File: config.mk
export PLATFORM = sky130hd
export DESIGN_NAME = psp_sequencer
export DESIGN_NICKNAME = d
export VERILOG_FILES = /design/src/psp_pkg.sv /design/src/psp_glitch_filter.sv /design/src/psp_sequencer.sv
export SDC_FILE = /design/constraint.sdc
export NUM_CORES = 1
export LEC_CHECK = 0
export ABC_AREA = 0
export BUFFER_PORTS_ARGS = -buffer_cell sky130_fd_sc_hd__buf_2
export CAP_MARGIN = 5
export CORE_UTILIZATION = 35
export DETAILED_ROUTE_END_ITERATION = 8
export GPL_ROUTABILITY_DRIVEN = 0
export PLACE_DENSITY = 0.58
export SYNTH_ARGS = -nofsm -noshare
export SYNTH_HDL_FRONTEND = slang
export SYNTH_SLANG_ARGS = --single-unit
File: constraint.sdc
create_clock -name clk_sys -period 2.45 [get_ports clk_sys]
set_input_delay 0.3675 -clock clk_sys [delete_from_list [all_inputs] [get_ports clk_sys]]
set_output_delay 0.3675 -clock clk_sys [all_outputs]
set_load 0.01 [all_outputs]
File: src/psp_pkg.sv
package psp_pkg;

  // ==========================================================================
  // clock and timing
  // ==========================================================================
  localparam int unsigned CLK_MHZ = 125;
  localparam int unsigned FAST_PARK_US = 32;
  localparam int unsigned NORMAL_PARK_MS = 20;
  localparam int unsigned REG_STOP_MS = 12;
  localparam int unsigned BOOT_MS = 100;
  localparam int unsigned FPGA_SETUP_US = 2750;
  localparam int unsigned FILTER_NS = 150;
  // longest times round down, least times round up
  localparam int unsigned FAST_PARK_CYC = FAST_PARK_US * CLK_MHZ;
  localparam int unsigned NORMAL_PARK_CYC = NORMAL_PARK_MS * 1000 * CLK_MHZ;
  localparam int unsigned REG_STOP_CYC = REG_STOP_MS * 1000 * CLK_MHZ;
  localparam int unsigned BOOT_CYC = BOOT_MS * 1000 * CLK_MHZ;
  localparam int unsigned FPGA_SETUP_CYC = FPGA_SETUP_US * CLK_MHZ;
  localparam int unsigned FILTER_CYC = (FILTER_NS * CLK_MHZ + 999) / 1000;
  // pll lock and flash load cycles, then cycles of the mirror park stepping inside the park windows
  localparam int unsigned PLL_LOCK_CYC = 64;
  localparam int unsigned FLASH_LOAD_CYC = 256;
  localparam int unsigned FAST_PARK_STEPS_CYC = 1000;
  localparam int unsigned NORMAL_PARK_STEPS_CYC = 100000;

  // ==========================================================================
  // sizes and reset values
  // ==========================================================================
  localparam int unsigned GPIO_W = 20;
  localparam int unsigned CNT_W = 32;
  localparam int unsigned FLT_W = 8;
  localparam logic RST_IRQ = 1'b0;

  typedef enum logic [3:0] {
    PSP_HELD,
    PSP_PLL_LOCK,
    PSP_FLASH_LOAD,
    PSP_BOOT,
    PSP_FPGA_SETUP,
    PSP_RUN,
    PSP_NORMAL_PARK,
    PSP_REG_STOP,
    PSP_OFF,
    PSP_FAST_PARK,
    PSP_PARKED
  } psp_state_t;

endpackage

File: src/psp_glitch_filter.sv
`timescale 1ns/1ps
`default_nettype none
module psp_glitch_filter
  import psp_pkg::*;
#(
  parameter int unsigned STABLE_CYC = FILTER_CYC
)
(
  input wire logic clk_sys,
  input wire logic rst,
  input wire logic raw_in,
  output logic filt_out
);

  logic [FLT_W-1:0] cnt_q;
  logic [FLT_W-1:0] cnt_d;
  logic filt_d;
  logic filt_q;

  // ==========================================================================
  // output only follows after a level held longer than the glitch filter window
  // ==========================================================================
  always_comb
  begin
    cnt_d = '0;
    filt_d = filt_q;
    if (raw_in != filt_q)
    begin
      if (cnt_q >= FLT_W'(STABLE_CYC))
        filt_d = raw_in;
      else
        cnt_d = cnt_q + 8'h01;
    end
  end

  always_ff @(posedge clk_sys)
  begin
    if (rst)
    begin
      cnt_q <= '0;
      filt_q <= 1'b1; // idle level is no park request
    end
    else
    begin
      cnt_q <= cnt_d;
      filt_q <= filt_d;
    end
  end

  assign filt_out = filt_q;

endmodule
`default_nettype wire

File: src/psp_sequencer.sv
`timescale 1ns/1ps
`default_nettype none
module psp_sequencer
  import psp_pkg::*;
#(
  parameter int unsigned BOOT_CYCLES = BOOT_CYC,
  parameter int unsigned FPGA_SETUP_CYCLES = FPGA_SETUP_CYC,
  parameter int unsigned NORMAL_PARK_CYCLES = NORMAL_PARK_STEPS_CYC,
  parameter int unsigned REG_STOP_CYCLES = REG_STOP_CYC,
  parameter int unsigned FAST_PARK_CYCLES = FAST_PARK_STEPS_CYC
)
(
  input wire logic clk_sys,
  input wire logic rst,
  input wire logic active_low_reset_in_n,
  input wire logic fast_park_request_n,
  input wire logic projector_power_request,
  input wire logic pll_locked,
  input wire logic flash_load_done,
  output logic flash_serial_clock,
  output logic flash_serial_out,
  output logic flash_select_0_n,
  output logic flash_select_1_n,
  output logic flash_bus_oe_n,
  output logic [GPIO_W-1:0] gpio_out,
  output logic gpio_oe_n,
  output logic led_select_0,
  output logic led_select_1,
  output logic mirror_array_enable_reset_n,
  output logic init_status_irq,
  output logic pll_lock_request,
  output logic flash_load_request,
  output logic fpga_setup_active,
  output logic command_ready,
  output logic mirror_data_enable,
  output logic mirror_reg_enable,
  output logic park_done
);

  // ==========================================================================
  // request synchronisers and park input filter
  // ==========================================================================
  logic proj_s1_q;
  logic proj_s2_q;
  logic park_s1_q;
  logic park_s2_q;
  logic park_filt;
  logic proj_prev_q;
  logic park_prev_q;

  // two stages each; only the second stage is looked at
  always_ff @(posedge clk_sys)
  begin
    if (rst)
    begin
      proj_s1_q <= 1'b0;
      proj_s2_q <= 1'b0;
      park_s1_q <= 1'b1;
      park_s2_q <= 1'b1;
    end
    else
    begin
      proj_s1_q <= projector_power_request;
      proj_s2_q <= proj_s1_q;
      park_s1_q <= fast_park_request_n;
      park_s2_q <= park_s1_q;
    end
  end

  // short pulses on the park input, up to FILTER_CYC cycles, are ignored
  psp_glitch_filter #(
    .STABLE_CYC(FILTER_CYC)
  ) u_park_filter (
    .clk_sys(clk_sys),
    .rst(rst),
    .raw_in(park_s2_q),
    .filt_out(park_filt)
  );

  // ==========================================================================
  // sequence state machine
  // ==========================================================================
  psp_state_t state_q;
  psp_state_t state_d;
  logic [CNT_W-1:0] cnt_q;
  logic [CNT_W-1:0] cnt_d;
  logic held;
  logic park_fall;
  logic proj_fall;

  assign held = ~active_low_reset_in_n;
  assign park_fall = park_prev_q & ~park_filt;
  assign proj_fall = proj_prev_q & ~proj_s2_q;

  // next state: boot order, parks, fast park overrides everything
  always_comb
  begin
    state_d = state_q;
    cnt_d = cnt_q + 32'h1;
    case (state_q)
      PSP_HELD:
      begin
        cnt_d = '0;
        state_d = PSP_PLL_LOCK;
      end
      PSP_PLL_LOCK:
      begin
        cnt_d = '0;
        if (pll_locked)
          state_d = PSP_FLASH_LOAD;
      end
      PSP_FLASH_LOAD:
      begin
        cnt_d = '0;
        if (flash_load_done)
          state_d = PSP_BOOT;
      end
      PSP_BOOT:
        if (cnt_q >= CNT_W'(BOOT_CYCLES - 1))
        begin
          cnt_d = '0;
          state_d = PSP_FPGA_SETUP;
        end
      PSP_FPGA_SETUP:
        if (cnt_q >= CNT_W'(FPGA_SETUP_CYCLES - 1))
        begin
          cnt_d = '0;
          state_d = PSP_RUN;
        end
      PSP_RUN:
      begin
        cnt_d = '0;
        if (proj_fall || !proj_s2_q)
          state_d = PSP_NORMAL_PARK;
      end
      PSP_NORMAL_PARK:
        if (cnt_q >= CNT_W'(NORMAL_PARK_CYCLES - 1))
        begin
          cnt_d = '0;
          state_d = PSP_REG_STOP;
        end
      PSP_REG_STOP:
        if (cnt_q >= CNT_W'(REG_STOP_CYCLES - 1))
        begin
          cnt_d = '0;
          state_d = PSP_OFF;
        end
      PSP_OFF:
      begin
        cnt_d = '0;
        if (proj_s2_q)
          state_d = PSP_BOOT;
      end
      PSP_FAST_PARK:
        if (cnt_q >= CNT_W'(FAST_PARK_CYCLES - 1))
        begin
          cnt_d = '0;
          state_d = PSP_PARKED;
        end
      PSP_PARKED:
        cnt_d = '0;
      default:
      begin
        cnt_d = '0;
        state_d = PSP_HELD;
      end
    endcase
    if (park_fall && state_q != PSP_FAST_PARK && state_q != PSP_PARKED)
    begin
      cnt_d = '0;
      state_d = PSP_FAST_PARK;
    end
  end

  always_ff @(posedge clk_sys)
  begin
    if (rst || held)
    begin
      state_q <= PSP_HELD;
      cnt_q <= '0;
      proj_prev_q <= 1'b0;
      park_prev_q <= 1'b1;
    end
    else
    begin
      state_q <= state_d;
      cnt_q <= cnt_d;
      proj_prev_q <= proj_s2_q;
      park_prev_q <= park_filt;
    end
  end

  // ==========================================================================
  // registered outputs
  // ==========================================================================
  logic irq_d;
  logic run_d;
  logic reg_en_d;

  // interrupt high from release until initialization completes
  always_comb
  begin
    irq_d = 1'b0;
    case (state_d)
      PSP_PLL_LOCK, PSP_FLASH_LOAD, PSP_BOOT, PSP_FPGA_SETUP:
        irq_d = 1'b1;
      default:
        irq_d = 1'b0;
    endcase
    run_d = (state_d == PSP_RUN) && proj_s2_q;
    // regulation keeps running through the wait that follows a normal park
    reg_en_d = (state_d == PSP_RUN) || (state_d == PSP_NORMAL_PARK) || (state_d == PSP_REG_STOP) ||
      (state_d == PSP_FAST_PARK) || (state_d == PSP_FPGA_SETUP);
  end

  always_ff @(posedge clk_sys)
  begin
    if (rst || held)
    begin
      flash_bus_oe_n <= 1'b1;
      gpio_oe_n <= 1'b1;
      flash_serial_clock <= 1'b0;
      flash_serial_out <= 1'b0;
      flash_select_0_n <= 1'b1;
      flash_select_1_n <= 1'b1;
      gpio_out <= '0;
      led_select_0 <= 1'b0;
      led_select_1 <= 1'b0;
      mirror_array_enable_reset_n <= 1'b0;
      init_status_irq <= RST_IRQ;
      pll_lock_request <= 1'b0;
      flash_load_request <= 1'b0;
      fpga_setup_active <= 1'b0;
      command_ready <= 1'b0;
      mirror_data_enable <= 1'b0;
      mirror_reg_enable <= 1'b0;
      park_done <= 1'b0;
    end
    else
    begin
      flash_bus_oe_n <= 1'b0;
      gpio_oe_n <= 1'b0;
      flash_serial_clock <= 1'b0;
      flash_serial_out <= 1'b0;
      flash_select_0_n <= ~(state_d == PSP_FLASH_LOAD);
      flash_select_1_n <= 1'b1;
      gpio_out <= '0;
      led_select_0 <= run_d;
      led_select_1 <= run_d;
      mirror_array_enable_reset_n <= reg_en_d;
      init_status_irq <= irq_d;
      pll_lock_request <= (state_d == PSP_PLL_LOCK);
      flash_load_request <= (state_d == PSP_FLASH_LOAD);
      fpga_setup_active <= (state_d == PSP_FPGA_SETUP);
      command_ready <= (state_d == PSP_RUN);
      mirror_data_enable <= run_d;
      mirror_reg_enable <= reg_en_d;
      park_done <= (state_d == PSP_REG_STOP) || (state_d == PSP_OFF) || (state_d == PSP_PARKED);
    end
  end

endmodule
`default_nettype wire

After elaboration in Yosys (flattened, before gate mapping)

Cells that the tools add are included.
W data, S select, Z words.

Add/subtract/negate cells: 2
$lt $le $gt $ge: 6
Equality and inequality tests: 23
Muxes and demuxes: 19
Bitwise logic cells: 7
Reduce and logical (&&, ||, !) cells: 17

Operators with widths:

| operator                | count |
|---|---|
| $mux W32                | 5 |
| $pmux W32 S5            | 1 |
| $pmux W4 S11            | 1 |
| $mux W4                 | 10 |
| $add A32 B1 Y32 const B | 1 |
| $eq A4 B3 Y1 const B    | 8 |
| $ge A32 B10 Y1 const B  | 1 |
| $ge A32 B17 Y1 const B  | 1 |
| $ge A32 B19 Y1 const B  | 1 |
| $ge A32 B21 Y1 const B  | 1 |
| $ge A32 B24 Y1 const B  | 1 |
| $eq A4 B4 Y1 const B    | 6 |
| $eq A4 B2 Y1 const B    | 4 |
| $add A8 B1 Y8 const B   | 1 |
| $eq A4 B1 Y1 const B    | 2 |
| $ge A8 B5 Y1 const B    | 1 |
| $logic_or A1 B1 Y1      | 8 |
| $ne A4 B4 Y1 const B    | 2 |
| $not A1 Y1              | 5 |
| $logic_not A4 Y1        | 1 |
| $reduce_or A4 Y1        | 1 |
| $logic_and A1 B1 Y1     | 3 |
| $reduce_or A3 Y1        | 1 |
| $and A1 B1 Y1           | 2 |
| 5 further kinds         | 6 |

Flip-flop bits (word level): 61
Bits of input ports: 7
Output and inout bits: 37
Logic and storage cells: 94

Longest topological paths before layout

Depth after elaboration: 11
Mapped depth: 10
Gate-level depth less buffers: 10

Cells and area by module

Synthesis repeated with hierarchy kept, for this count alone.

Cells, all modules: 353
Area total of the unflattened synthesis: 3035.4 um^2

Modules (own cells, without submodules):

| module            | times used | cells an instance | area an instance (um^2) | sequential area each (um^2) |
|---|---|---|---|---|
| psp_sequencer     | 1          | 324               | 2698.8                  | 1021.0 |
| psp_glitch_filter | 1          | 29                | 336.6                   | 180.2 |

Worst setup path before layout

No wires, ideal clock.

Path type: register to register
From: register cnt_q[14]
To: register init_status_irq
Setup time: 0.072 ns
Arrival: 2.338 ns
Data required time: 2.378 ns
Setup slack: 0.041 ns
Cell stages (with the launch flop): 9
Buffers on the path: 1
Period minus slack after synthesis: 2.409 ns
Cell sequence: dfxtp_1 buf_6 or4_4 or4_4 a31oi_1 o211ai_1 o31a_4 nor3_4 mux2i_1

Word-level cells in the longest chain between the ends: 7
Elaborated cells on any way between the ends: 18
Those cells by class: 5 x order compare; 4 x eq/ne; 8 x mux; 1 x reduce/logical

RTL lines:

| element                                      | line                 | RTL |
|---|---|---|
| start: declaration                           | psp_sequencer.sv:85  | `logic [CNT_W-1:0] cnt_q;` |
| start signal: assignment                     | psp_sequencer.sv:187 | `cnt_q <= cnt_d;` |
| $ge A32 B10 Y1, or another cell as far along | psp_sequencer.sv:155 | `if (cnt_q >= CNT_W'(FAST_PARK_CYCLES - 1))` |
| $mux W4 (on tied branches)                   | n/a                  |  |
| $pmux W4 S11 *                               | psp_sequencer.sv:100 | `case (state_q)` |
| $mux W4 *                                    | psp_sequencer.sv:168 | `if (park_fall && state_q != PSP_FAST_PARK && state_q != PSP_PARKED)` |
| $eq A4 B3 Y1, or another cell as far along   | psp_sequencer.sv:204 | `case (state_d)` |
| $reduce_or A4 Y1 *                           | psp_sequencer.sv:204 |  |
| $mux W1 *                                    | psp_sequencer.sv:204 |  |
| end signal: assignment                       | psp_sequencer.sv:251 | `init_status_irq <= irq_d;` |
| end: declaration                             | psp_sequencer.sv:30  | `output logic init_status_irq,` |

Mark *: on every way between the ends. The rest lies on a longest branch, timed or not.
A chain may end at the register's enable or synchronous reset.

Worst setup path after layout

Same ends and word-level chain as after synthesis.

==> impl_metrics.py <==
metrics = {
    "critical_path": {
        "path_common_cell": "or4_4",
        "cp.buffers_inverters": 0,
        "cp_top_family": "simple AND/OR/NAND/NOR gates",
        "crit_arrival_ns": 2.73,
        "worstPathMaxFanout": 6,
        "cp.depth": 7,
        "r2r_cells": 7,
        "crit_chain": "or4_4 -> or4_4 -> a31oi_4 -> o211ai_1 -> o31a_4 -> nor3_4 -> mux2i_1",
        "slowest_delay_ns": 0.52,
        "slowest_stage": "or4_4",
        "reg2reg_to": "init_status_irq$_SDFF_PP0_",
        "end_kind": "flip-flop",
        "required_ns": 2.74,
        "path_class": "flip-flop to flip-flop",
        "worst_setup_path_start_kind": "flip-flop",
        "reg2reg_from": "cnt_q[14]$_SDFF_PP0_",
        "reg2reg_slack_ns": 0.003,
    },
    "hold_path": {
        "min_from": "fast_park_request_n",
        "worstHoldPathCells": 2,
        "min_to": "park_s1_q$_SDFF_PP1_",
        "hold_path.class": "primary input to flip-flop",
    },
    "grt": {
        "grt_pass1_vias": 2126,
        "antenna_found_initial": 0,
        "grt_max_degree": 25,
        "grt_pass1_wl_mm": 9.57,
        "grtUsageTotal": 0.140,
        "overflow": 0,
    },
    "place": {
        "place.detailed.hpwl_mm": 4.21,
        "placed_cells": 487,
        "io_buffers": 20,
    },
    "cts": {
        "max-clock-path-buffers": 2,
        "clk-insertion-delay-late_ns": 0.35,
        "ctsHtreeMaxLevel": 3,
        "clkSinkCount": 60,
        "clockRootBuffer": "clkbuf_8",
        "cts_buffers": 9,
        "clkTransAtPathRegs_ns": 0.08,
        "cts_tree": "yes",
    },
    "logic_synthesis": {
        "yosysSeqAreaShare": 0.405,
        "synth_area_leaders": "dfxtp_1 41%, buf_4 6.8%, nor2_1 6.7%",
        "ys.warnings.count": 0,
        "synthesis.area_mm2": 0.00297,
        "yosys.cell_count.top_type": "dfxtp_1",
        "synth_top_area_frac": 0.405,
        "async_flop_share": 0,
        "syn_inst": 348,
        "synth_cell_type_count": 54,
        "synth.avg_cell_area_um2": 8.52,
        "yosys-top-cells-count": "60 x dfxtp_1, 53 x nor2_1, 27 x buf_4",
        "synth-main-ff-cell": "dfxtp_1",
        "synth_top_area_cell": "dfxtp_1",
        "synth_edf_count": 0,
        "synth_seq_cells": 60,
    },
    "drt": {
        "routed_via_density": 4.81,
        "drc_errors": 0,
        "antenna_left": 0,
        "dr.pass1.iters": 5,
        "drt_iter0_drc": 127,
        "wl_per_cell_um": 11.7,
        "vias": 2431,
        "totalWireLength_mm": 5.91,
    },
    "floorplan": {
        "num_io_pins": 44,
        "row_count": 33,
        "die_h_um": 94.0,
        "floorplan.initialDensity": 0.361,
        "die_w_um": 94.0,
        "core_mm2": 0.00822,
        "die-area_mm2": 0.00884,
    },
    "power": {
        "peakVddDrop_uv": 161,
        "p_switching_uw": 491,
        "p_total_mw": 1.90,
        "power.density_mw_per_mm2": 540,
        "p_int_mw": 1.41,
        "p_clk_frac": 0.415,
        "sw_frac_of_total": 0.259,
        "p_seq_frac": 0.529,
        "p_leak_nw": 1.39,
        "p_comb_frac": 0.056,
    },
    "final_layout": {
        "multi_input_area_mm2": 0.00165,
        "final_cells": 505,
        "n_antenna_cell": 0,
        "nFillCells": 810,
        "top_regs": "cnt_q x32, u_park_filter.cnt_q x8, state_q x4",
        "largest_reg_flops": 32,
        "layout.nets": 406,
        "largest_register": "cnt_q",
        "final-seq-area_mm2": 0.00120,
        "layout-drive-gt1-share": 0.223,
        "area_growth_syn_to_layout_pct": 18.4,
    },
    "timing": {
        "finalHoldViolations": 0,
        "rsz0062_at_grt": "true",
        "finClkSkew_ns": 0.00961,
        "setup_viol": 0,
        "fin_crit_sh": 0.999,
        "final_max_slew_viol_count": 0,
        "holdWs_ns": 0.195,
        "fmax_mhz": 409,
        "finalSetupTns_ns": 0,
        "finalCriticalPeriod_ns": 2.45,
    },
    "status": {
        "outcome": "finished, final reports clean",
    },
    "run": {
        "cap_violations": 0,
    },
}
[worst max path at each step]
stage | start | endpoint | slack [ns]
after floorplan | cnt_q[14]$_SDFF_PP0_ | init_status_irq$_SDFF_PP0_ | 0.04
after global placement | cnt_q[1]$_SDFF_PP0_ | cnt_q[12]$_SDFF_PP0_ | 0.02
after detailed placement | cnt_q[0]$_SDFF_PP0_ | mirror_reg_enable$_SDFF_PP0_ | -0.04
after CTS | cnt_q[0]$_SDFF_PP0_ | flash_load_request$_SDFF_PP0_ | 0.02
after global routing | cnt_q[14]$_SDFF_PP0_ | init_status_irq$_SDFF_PP0_ | -0.08
final | cnt_q[14]$_SDFF_PP0_ | init_status_irq$_SDFF_PP0_ | 0.003
[stage by stage]
stage	util	area [um^2]	setup WS [ns]
2_1_floorplan	-	3090	0.0405
3_3_place_gp	0.395	3240	0.0163
3_5_place_dp	0.395	3240	-0.0406
4_1_cts	0.418	3430	0.0177
5_1_grt	0.427	3510	-0.0847
6_report	0.427	3510	0.00288
[power by group through the flow]
stage / Clock [mW] / Combinational [mW] / Sequential, mW
finish: 0.788 / 0.105 / 1.00
global route: 0.861 / 0.119 / 1.00
CTS: 0.812 / 0.101 / 1.00
global placement: 0 / 0.0983 / 1.03
floorplan: 0 / 0.0984 / 1.03
detailed placement: 0 / 0.0995 / 1.03
[what timing repair did]
item,CTS,global route
resized for setup,3,15
pin swaps,0,6
cloned,0,1
setup buffers,0,1
hold buffers,0,0
endpoints found under the setup margin,29,34
[placed cells by master (no fill, tap or decap), drive strengths merged, types with 4 or more instances in the layout]
master / netlist / layout
nor3: 12 / 12
a211oi: 4 / 4
o211ai: 5 / 5
ha: 4 / 4
o21ai: 7 / 7
nand2b: 10 / 10
nand2: 19 / 19
conb: 2 / 34
dfxtp: 60 / 60
clkinv: 0 / 5
nor2: 53 / 53
and3: 4 / 4
nor4: 7 / 7
nor2b: 9 / 9
nand3: 18 / 18
or2: 4 / 4
buf: 29 / 47
clkbuf: 14 / 9
a31oi: 4 / 4
inv: 11 / 12
xor2: 14 / 14
nand4: 6 / 6
xnor2: 13 / 13
[routing by layer]
metal | vias to the layer above | GRT usage | routed length (um)
li1 | 1228 | - | -
met2 | 71 | 0.214 | 2750
met1 | 1120 | 0.182 | 2780
met3 | 12 | 0.0453 | 290
met4 | 0 | 0.0551 | 95
met5 | - | 0 | 0
[final cells by class]
class | instances | area share
Tap cell | 105 | 0.0374
Clock buffer | 9 | 0.0353
Clock inverter | 7 | 0.0150
Inverter | 11 | 0.0118
Timing Repair Buffer | 47 | 0.0884
Multi-Input combinational cell | 266 | 0.470
Sequential cell | 60 | 0.343
[cell families (layout without fill, tap and decap cells)]
group                      after synthesis  count (layout)  synth area share
muxes                                    1               1           0.00338
buffers and inverters                   54              74             0.105
and+or+nand+nor                        157             157             0.275
adders and majority gates                4               4            0.0169
other                                    2              34           0.00253
DFF                                     60              60             0.405
xor gates and xnor gates                27              27            0.0797
AOI/OAI and AO/OA                       43              43             0.112
Power figures use the tool's default switching activity.
